[src/verilog/pmc_pkg.sv]
package pmc_pkg;

   // Clock and bus geometry
   localparam int          CLK_PERIOD_NS  = 10;
   localparam int          APB_AW         = 12;
   localparam int          APB_DW         = 32;

   // Register indices; byte address is four times the index
   localparam logic [9:0]  PWR_CTRL_IDX   = 10'h087;
   localparam logic [9:0]  SLEEP_CFG_IDX  = 10'h0BE;
   localparam logic [9:0]  CLK_CTRL_IDX   = 10'h040;

   // Power control register fields
   localparam int          TRIG_BIT       = 0;
   localparam int          RSVD_BIT       = 1;
   localparam int          SPARE_LSB      = 2;
   localparam logic [7:0]  PWR_CTRL_RST   = 8'h00;

   // Sleep configuration register fields
   localparam int          MODE_LSB       = 0;
   localparam int          OSC_PD_BIT     = 2;
   localparam int          RC_STB_BIT     = 5;
   localparam int          XTAL_STB_BIT   = 6;
   localparam logic [1:0]  MODE_RST       = 2'h0;
   localparam logic        OSC_PD_RST     = 1'h1;

   // Clock control register fields
   localparam int          OSC_SEL_BIT    = 0;
   localparam int          STATE_LSB      = 1;
   localparam int          CUR_MODE_LSB   = 4;
   localparam logic        OSC_SEL_RST    = 1'h1;

   // Power-mode field encoding
   localparam logic [1:0]  MODE_CPU_IDLE  = 2'h0;
   localparam logic [1:0]  MODE_LIGHT     = 2'h1;
   localparam logic [1:0]  MODE_DEEP      = 2'h2;
   localparam logic [1:0]  MODE_STANDBY   = 2'h3;

   // Power down/up sequence lengths
   localparam int          SEQ_W          = 8;
   localparam int          LIGHT_SEQ_NS   = 40;
   localparam int          DEEP_SEQ_NS    = 160;
   localparam int          LIGHT_SEQ_CYC  = (LIGHT_SEQ_NS + CLK_PERIOD_NS - 1) / CLK_PERIOD_NS;
   localparam int          DEEP_SEQ_CYC   = (DEEP_SEQ_NS + CLK_PERIOD_NS - 1) / CLK_PERIOD_NS;

   typedef enum logic [2:0] {
      ST_ACTIVE,
      ST_CPU_IDLE,
      ST_PWR_DOWN,
      ST_SLEEP,
      ST_PWR_UP
   } pmc_state_e;

endpackage : pmc_pkg

[src/verilog/pmc_seq_timer.sv]
`timescale 1ns/1ps
module pmc_seq_timer #(
   parameter int W = 8
) (
   // Clock and reset
   input  wire logic         ref_clk,
   input  wire logic         sys_rst,
   // Sequence control
   input  wire logic         start,
   input  wire logic [W-1:0] length,
   output logic              done
);
   typedef struct packed {
      logic         busy;
      logic [W-1:0] cnt;
      logic         done;
   } pmc_tmr_s;

   pmc_tmr_s r_reg;
   pmc_tmr_s r_next;

   // A new start reloads the count and drops any sequence in flight
   always_comb begin
      r_next      = r_reg;
      r_next.done = 1'b0;
      if (start) begin
         r_next.busy = 1'b1;
         r_next.cnt  = length;
      end else if (r_reg.busy) begin
         if (r_reg.cnt <= W'(1)) begin
            r_next.busy = 1'b0;
            r_next.done = 1'b1;
         end else begin
            r_next.cnt = r_reg.cnt - W'(1);
         end
      end
   end

   always_ff @(posedge ref_clk or posedge sys_rst) begin
      if (sys_rst) begin
         r_reg <= '0;
      end else begin
         r_reg <= r_next;
      end
   end

   assign done = r_reg.done;

endmodule : pmc_seq_timer

[src/verilog/pmc_power_ctrl.sv]
// Notes on behaviour
// RQ1: Active keeps regulator on, selected fast oscillator on, one slow oscillator on.
// RQ2: Trigger with CPU-idle mode gates only the CPU clock until interrupt.
// RQ3: Any enabled interrupt returns CPU-idle to active, resuming in place.
// RQ4: Light sleep stops both fast oscillators; regulator and slow oscillator stay.
// RQ5: Deep sleep also stops regulator; slow oscillator and timer wake stay.
// RQ6: Standby stops regulator and all oscillators; only port wake works.
// RQ7: I/O pins hold direction and level during light, deep and standby.
// RQ8: Port wake in any sleep, timer wake in light/deep, returns to active.
// RQ9: Reset returns every mode to active, restarting from the beginning.
// RQ10: Light sleep uses short down/up sequence; deep and standby use long.
// RQ11: Wake restarts the fast oscillators that ran before sleep.
// RQ12: With crystal selected, run from fast RC until crystal is stable.
// RQ13: Software sets mode field, then writes trigger; device enters that mode.
// RQ14: Wake clears the mode field and trigger while returning to active.
// RQ15: Nonzero mode field blocks port and sleep-timer interrupts.
// RQ16: Hardware clears mode field once the sleep mode is reached.
// RQ17: Software clears mode field before leaving any wake-capable handler.
// RQ18: Software disables non-wake interrupts first and triggers promptly.
// RQ19: Trigger always reads 0; any interrupt clears it, back to active.
// RQ20: Software must write 0 to power control bit 1, else CPU stops.
// RQ21: Register contents are kept across deep sleep and standby.
// RQ22: Deep sleep and standby discard USB state; avoid them with USB.
// RQ23: Mode field: 00 CPU idle, 01 light, 10 deep, 11 standby.
// RQ24: Wake during power-down aborts entry and returns to active.
`timescale 1ns/1ps
module pmc_power_ctrl
   import pmc_pkg::*;
#(
   parameter int LIGHT_CYC = LIGHT_SEQ_CYC,
   parameter int DEEP_CYC  = DEEP_SEQ_CYC
) (
   // Clock and reset
   input  wire logic                       ref_clk,
   input  wire logic                       sys_rst,
   // APB slave
   input  wire logic [pmc_pkg::APB_AW-1:0] paddr,
   input  wire logic                       psel,
   input  wire logic                       penable,
   input  wire logic                       pwrite,
   input  wire logic [pmc_pkg::APB_DW-1:0] pwdata,
   output logic      [pmc_pkg::APB_DW-1:0] prdata,
   output logic                            pready,
   output logic                            pslverr,
   // Wake and interrupt sources
   input  wire logic                       ext_port_irq,
   input  wire logic                       sleep_timer_irq,
   input  wire logic                       any_irq,
   // Oscillator status and slow clock choice
   input  wire logic                       xtal_stable_flag,
   input  wire logic                       rc_stable_flag,
   input  wire logic                       slow_osc_sel,
   // Power and clock controls
   output logic                            cpu_clk_en,
   output logic                            fast_xtal_osc_en,
   output logic                            fast_rc_osc_en,
   output logic                            slow_rc_osc_en,
   output logic                            slow_xtal_osc_en,
   output logic                            regulator_en,
   output logic                            sys_clk_from_xtal,
   // Status toward the rest of the chip
   output logic                            io_hold,
   output logic                            wake_irq_block,
   output logic                            usb_state_clear,
   output logic                            cpu_idle_status
);
   import pmc_pkg::*;

   localparam logic [APB_AW-1:0] PWR_CTRL_ADDR  = {PWR_CTRL_IDX, 2'b00};
   localparam logic [APB_AW-1:0] SLEEP_CFG_ADDR = {SLEEP_CFG_IDX, 2'b00};
   localparam logic [APB_AW-1:0] CLK_CTRL_ADDR  = {CLK_CTRL_IDX, 2'b00};

   typedef struct packed {
      pmc_state_e         state;
      logic [1:0]         mode;
      logic [1:0]         cur_mode;
      logic               osc_pd;
      logic               osc_sel;
      logic [5:0]         spare;
      logic               rsvd;
      logic [APB_DW-1:0]  prdata;
      logic               pready;
      logic               pslverr;
      logic               cpu_clk_en;
      logic               xtal_en;
      logic               rc_en;
      logic               slow_rc_en;
      logic               slow_xtal_en;
      logic               regulator_en;
      logic               clk_xtal;
      logic               io_hold;
      logic               irq_block;
      logic               usb_clear;
      logic               idle_status;
   } pmc_ctrl_s;

   pmc_ctrl_s          r_reg;
   pmc_ctrl_s          r_next;
   logic               seq_start;
   logic [SEQ_W-1:0]   seq_len;
   logic               seq_done;
   logic               bus_access;
   logic               bus_write;
   logic               trig;
   logic               wake;
   logic               fast_on;

   function automatic logic addr_mapped(input logic [APB_AW-1:0] a);
      if (a == PWR_CTRL_ADDR) begin
         return 1'b1;
      end else if (a == SLEEP_CFG_ADDR) begin
         return 1'b1;
      end else if (a == CLK_CTRL_ADDR) begin
         return 1'b1;
      end else begin
         return 1'b0;
      end
   endfunction : addr_mapped

   function automatic logic [SEQ_W-1:0] seq_length(input logic [1:0] m);
      if (m == MODE_LIGHT) begin
         return SEQ_W'(LIGHT_CYC);                                   // see RQ10
      end else begin
         return SEQ_W'(DEEP_CYC);                                    // see RQ10
      end
   endfunction : seq_length

   function automatic logic [APB_DW-1:0] read_word(input logic [APB_AW-1:0] a, input pmc_ctrl_s s,
                                                   input logic xs, input logic rs);
      logic [APB_DW-1:0] w;
      w = '0;
      if (a == PWR_CTRL_ADDR) begin
         w[SPARE_LSB +: 6] = s.spare;
      end else if (a == SLEEP_CFG_ADDR) begin
         w[MODE_LSB +: 2]  = s.mode;
         w[OSC_PD_BIT]     = s.osc_pd;
         w[RC_STB_BIT]     = rs;
         w[XTAL_STB_BIT]   = xs;
      end else if (a == CLK_CTRL_ADDR) begin
         w[OSC_SEL_BIT]       = s.osc_sel;
         w[STATE_LSB +: 3]    = s.state;
         w[CUR_MODE_LSB +: 2] = s.cur_mode;
      end else begin
         w = '0;
      end
      return w;
   endfunction : read_word

   always_comb begin
      r_next         = r_reg;
      seq_start      = 1'b0;
      seq_len        = seq_length(r_reg.cur_mode);
      trig           = 1'b0;
      fast_on        = 1'b0;

      // APB: answer one cycle into the access phase; write lands with pready
      bus_access     = psel && penable;
      bus_write      = bus_access && r_reg.pready && pwrite && addr_mapped(paddr);
      r_next.pready  = 1'b0;
      r_next.pslverr = 1'b0;
      if (bus_access && !r_reg.pready) begin
         r_next.pready  = 1'b1;
         r_next.pslverr = !addr_mapped(paddr);
         r_next.prdata  = read_word(paddr, r_reg, xtal_stable_flag, rc_stable_flag); // see RQ19
      end

      if (bus_write) begin
         if (paddr == PWR_CTRL_ADDR) begin
            r_next.spare = pwdata[SPARE_LSB +: 6];
            r_next.rsvd  = pwdata[RSVD_BIT];                        // see RQ20
            trig         = pwdata[TRIG_BIT];                        // see RQ13
         end else if (paddr == SLEEP_CFG_ADDR) begin
            r_next.mode   = pwdata[MODE_LSB +: 2];                  // see RQ13
            r_next.osc_pd = pwdata[OSC_PD_BIT];
         end else if (paddr == CLK_CTRL_ADDR) begin
            r_next.osc_sel = pwdata[OSC_SEL_BIT];
            if (pwdata[OSC_SEL_BIT] != r_reg.osc_sel) begin
               r_next.osc_pd = 1'b0;
            end
         end
      end

      // Wake sources are sensed raw so that a wake during power-down aborts
      wake = ext_port_irq || (sleep_timer_irq && (r_reg.cur_mode != MODE_STANDBY)); // see RQ8 RQ23

      case (r_reg.state)
         ST_ACTIVE: begin
            if (trig) begin
               if (r_next.mode == MODE_CPU_IDLE) begin
                  r_next.state = ST_CPU_IDLE;                      // see RQ2
               end else begin
                  r_next.state    = ST_PWR_DOWN;                   // see RQ13
                  r_next.cur_mode = r_next.mode;
                  r_next.io_hold  = 1'b1;                          // see RQ7
                  seq_start       = 1'b1;                          // see RQ10
                  seq_len         = seq_length(r_next.mode);
               end
            end
         end
         ST_CPU_IDLE: begin
            if (any_irq) begin
               r_next.state = ST_ACTIVE;                           // see RQ3
            end
         end
         ST_PWR_DOWN: begin
            if (wake) begin
               r_next.state = ST_PWR_UP;                           // see RQ24
               r_next.mode  = MODE_CPU_IDLE;                       // see RQ14
               seq_start    = 1'b1;
            end else if (seq_done) begin
               r_next.state = ST_SLEEP;
               r_next.mode  = MODE_CPU_IDLE;                       // see RQ16
            end
         end
         ST_SLEEP: begin
            if (wake) begin
               r_next.state = ST_PWR_UP;                           // see RQ8
               r_next.mode  = MODE_CPU_IDLE;                       // see RQ14
               seq_start    = 1'b1;                                // see RQ10
            end
         end
         ST_PWR_UP: begin
            if (seq_done) begin
               r_next.state   = ST_ACTIVE;
               r_next.io_hold = 1'b0;
            end
         end
         default: begin
            r_next.state = ST_ACTIVE;
         end
      endcase

      // Output levels follow the next state so each output is a flop
      fast_on = (r_next.state != ST_SLEEP);                        // see RQ4
      r_next.xtal_en = fast_on && (!r_next.osc_sel || !r_next.osc_pd); // see RQ11
      r_next.rc_en   = fast_on && (r_next.osc_sel || !r_next.osc_pd || !xtal_stable_flag); // see RQ12
      r_next.clk_xtal = fast_on && !r_next.osc_sel && xtal_stable_flag; // see RQ12
      r_next.regulator_en = !((r_next.state == ST_SLEEP) && (r_next.cur_mode != MODE_LIGHT)); // see RQ5
      if ((r_next.state == ST_SLEEP) && (r_next.cur_mode == MODE_STANDBY)) begin
         r_next.slow_rc_en   = 1'b0;                               // see RQ6
         r_next.slow_xtal_en = 1'b0;
      end else begin
         r_next.slow_rc_en   = !slow_osc_sel;                      // see RQ1
         r_next.slow_xtal_en = slow_osc_sel;
      end
      r_next.cpu_clk_en  = (r_next.state == ST_ACTIVE) && !r_next.rsvd; // see RQ2
      r_next.irq_block   = (r_next.mode != MODE_CPU_IDLE);         // see RQ15
      r_next.usb_clear   = (r_next.state == ST_SLEEP) && (r_next.cur_mode != MODE_LIGHT); // see RQ22
      r_next.idle_status = (r_next.state == ST_CPU_IDLE);
   end

   // Sleep entry changes only the state and mode fields (mode cleared, cur_mode loaded); only sys_rst reinitialises the registers
   always_ff @(posedge ref_clk or posedge sys_rst) begin           // see RQ21
      if (sys_rst) begin                                           // see RQ9
         r_reg              <= '0;
         r_reg.state        <= ST_ACTIVE;
         r_reg.mode         <= MODE_RST;
         r_reg.osc_pd       <= OSC_PD_RST;
         r_reg.osc_sel      <= OSC_SEL_RST;
         r_reg.spare        <= PWR_CTRL_RST[SPARE_LSB +: 6];
         r_reg.rsvd         <= PWR_CTRL_RST[RSVD_BIT];
         r_reg.cpu_clk_en   <= 1'b1;
         r_reg.rc_en        <= 1'b1;
         r_reg.slow_rc_en   <= 1'b1;
         r_reg.regulator_en <= 1'b1;
      end else begin
         r_reg <= r_next;
      end
   end

   pmc_seq_timer #(
      .W       (SEQ_W)
   ) u_seq (
      .ref_clk (ref_clk),
      .sys_rst (sys_rst),
      .start   (seq_start),
      .length  (seq_len),
      .done    (seq_done)
   );

   assign prdata            = r_reg.prdata;
   assign pready            = r_reg.pready;
   assign pslverr           = r_reg.pslverr;
   assign cpu_clk_en        = r_reg.cpu_clk_en;
   assign fast_xtal_osc_en  = r_reg.xtal_en;
   assign fast_rc_osc_en    = r_reg.rc_en;
   assign slow_rc_osc_en    = r_reg.slow_rc_en;
   assign slow_xtal_osc_en  = r_reg.slow_xtal_en;
   assign regulator_en      = r_reg.regulator_en;
   assign sys_clk_from_xtal = r_reg.clk_xtal;
   assign io_hold           = r_reg.io_hold;
   assign wake_irq_block    = r_reg.irq_block;
   assign usb_state_clear   = r_reg.usb_clear;
   assign cpu_idle_status   = r_reg.idle_status;

endmodule : pmc_power_ctrl

[config.mk]
export PLATFORM = sky130hd
export DESIGN_NAME = pmc_power_ctrl
export DESIGN_NICKNAME = d
export VERILOG_FILES = /design/src/verilog/pmc_pkg.sv /design/src/verilog/pmc_seq_timer.sv /design/src/verilog/pmc_power_ctrl.sv
export SDC_FILE = /design/constraint.sdc
export NUM_CORES = 1
export LEC_CHECK = 0
export ABC_AREA = 1
export BUFFER_PORTS_ARGS = -buffer_cell sky130_fd_sc_hd__buf_2
export CORE_UTILIZATION = 46
export CTS_CLUSTER_SIZE = 20
export DETAILED_ROUTE_END_ITERATION = 7
export PLACE_DENSITY_LB_ADDON = 0.08
export SYNTH_ARGS = -nofsm -noshare
export SYNTH_HDL_FRONTEND = slang
export SYNTH_HIERARCHICAL = 1
export SYNTH_SLANG_ARGS = --single-unit
[constraint.sdc]
create_clock -name ref_clk -period 1.7 [get_ports ref_clk]
set_input_delay 0.17 -clock ref_clk [delete_from_list [all_inputs] [get_ports ref_clk]]
set_output_delay 0.17 -clock ref_clk [all_outputs]
set_load 0.05 [all_outputs]
==> flow_metrics.tcl <==
set metrics [dict create \
    critPathMostFrequentCell "nand2_1" \
    dpl.cell_count 507 \
    synth.area.top_cells "dfrtp_1 (36%), nand2_1 (13%), buf_4 (8.6%)" \
    period_share_pct 95.7 \
    start_kind "register" \
    p_leak_nw 1.90 \
    ff_latch_area_um2 1180 \
    die_area_um2 6600 \
    clock_latency_ps 300 \
    antenna_found_initial 0 \
    fin_crit_ps 1630 \
    p_total_mw 3.27 \
    synth_cell_types 39 \
    final_area_um2 3390 \
    avgSynthCellArea_um2 7.78 \
    p_seq_share_pct 41.4 \
    synth_top_area_share_pct 35.5 \
    port_buffers 51 \
    gp_congestion 0.879 \
    totalWireLength_mm 5.95 \
    cts_tree "built" \
    setup_tns_ps 0 \
    fin_nets 500 \
    finalNonFillerCells 519 \
    swShare_pct 40.7 \
    combPwrFrac_pct 37.1 \
    worstPathRequired_ps 1890 \
    yosys_warnings 6 \
    largest_register_ffs 16 \
    die_x_um 81.2 \
    skew_ps 10.6 \
    drt-initial-drc-count 125 \
    grt_max_degree 38 \
    setup_viol 0 \
    yosys.area.top_type "dfrtp_1" \
    drtAntennaViolNets 0 \
    drive_gt1_share_pct 29.5 \
    rows 28 \
    dr.pass1.iters 5 \
    crit_buf_inv 2 \
    p_per_area_nw_per_um2 967 \
    cp_slowest_cell "dfrtp_2" \
    ys_ff_latch 47 \
    num_vias 2399 \
    grt_pass1_vias 2204 \
    whs_ps 52.7 \
    critPathTopFamily "simple AND/OR/NAND/NOR gates" \
    ctsHtreeMaxLevel 2 \
    dieHeight_um 81.2 \
    status "finished clean" \
    synth_cells 371 \
    fmax_ghz 0.615 \
    cts_num_sinks 47 \
    pre_cts_ws_ps 13.1 \
    synth_area_um2 2890 \
    peakVddDrop_mv 0.596 \
    slew_violations 0 \
    slowest_delay_ps 390 \
    core_um2 5990 \
    path_cells "nand2_2 -> nor2_4 -> nand4_1 -> nand2_2 -> nand2_1 -> nand2_2 -> inv_2 -> nand2_2 -> clkinv_2 -> nand2_1 -> nand2_1 -> nand2_1 -> nand2_1" \
    cp.arrival_ps 1820 \
    multi_input_area_um2 1400 \
    hpwl_mm 4.73 \
    wire_per_inst_um 11.5 \
    power.switching_mw 1.33 \
    p_int_mw 1.94 \
    end_kind "register" \
    fillerInstances 593 \
    async_flop_share_pct 100 \
    rsz0062_at_grt "yes" \
    grtUsageTotal_pct 19.8 \
    max-cap-violations 0 \
    synth_edf_count 0 \
    diodes 0 \
    ys.flop_type "dfrtp_1" \
    cts_root_buffer "clkbuf_8" \
    power_frac_clock_pct 21.5 \
    cp_max_fo 5 \
    final_cell_mix "nand2_1 (95), buf_2 (51), inv_1 (47)" \
    clk_pin_slew_worst_paths_ps 90 \
    yosysSeqAreaShare_pct 41.0 \
    utilization_pct 56.5 \
    hold_violations 0 \
    numCtsBuffers 5 \
    layout_setup_ws_ps 73.2 \
    crit_type "reg2reg" \
    overflow 0 \
    via_per_inst 4.62 \
    syn2layout_area_growth_pct 17.3 \
    drc_errors 0 \
    io_pins 100 \
    postPlaceCellArea_um2 3230 \
    final_common_cell "nand2_1" \
    clk_path_buf_depth 2 \
    grt_pass1_wl_mm 9.93 \
    initial_core_util_pct 48.2 \
    min_path_type "in2reg" \
]
-- final timing paths --
| path | start | end | depth (start not counted) | slack [ps] |
|---|---|---|---|---|
| worst max-delay path | pready | u_seq/r_reg[3] | 13 | 70 |
| max in group asynchronous | sys_rst | regulator_en | 4 | 820 |
| min in group asynchronous | sys_rst | u_seq/r_reg[5] | 3 | 410 |
| worst min register to register | prdata[7] | prdata[7] | 2 | 490 |
| worst max register to register | pready | u_seq/r_reg[3] | 13 | 70 |
| worst min-delay path | pwdata[6] | r_reg[50] | 3 | 50 |
-- Yosys cell counts (all sizes together) (2+ instances only) --
cell    instances
o211ai          2
nand3          30
dfrtp          41
nand3b          3
buf            34
dfstp           6
ha              2
a21oi           6
nor3            2
and2            2
nand4           2
nand2         115
o21ai          14
clkinv          2
inv            54
nor2           45
o22ai           5
-- cell type report --
class	count	area share, %
multi-input cells	263	41.3
flip-flops and latches	47	35.0
repair buffers	70	11.9
inverters	56	6.39
well taps	75	2.77
clock buffers	7	2.55
clock inverters	1	0.148
-- cells by family (layout without fill, tap and decap cells) --
kind of cell | after synthesis | after routing | share of synthesized area (%)
buffers and inverters | 90 | 134 | 16.2
AO/OA/AOI/OAI | 31 | 31 | 6.76
flip-flops | 47 | 47 | 41.0
other | 1 | 30 | 0.130
XOR/XNOR | 1 | 1 | 0.303
adder cells (fa/ha/maj) | 2 | 2 | 0.866
AND/OR/NAND/NOR | 199 | 199 | 34.8
-- metal layers --
layer,track usage [%],vias to the layer above,wire length (um)
met4,4.29,0,40
met1,27.7,1095,2960
li1,-,1228,-
met5,0,-,0
met2,31.6,71,2620
met3,4.04,5,318
-- power groups by stage --
stage               combinational (mW)  clock, mW  sequential [mW]
detailed placement                1.20          0             1.37
CTS                               1.21      0.720             1.36
floorplan                        0.967          0             1.41
global placement                  1.18          0             1.37
global route                      1.35      0.770             1.37
finish                            1.22      0.704             1.36
-- worst min-delay path: cells and delay by family --
kind	cells	cell delay, ps
simple gates	2	80
buf+inv	1	70
-- repair_timing --
action,in CTS,in global routing
buffers inserted,0,2
endpoints found under the hold margin,36,0
setup endpoints to repair,5,10
pin swaps,1,4
gates resized for setup,0,6
hold buffers,2,0
Power figures use the tool's default switching activity.
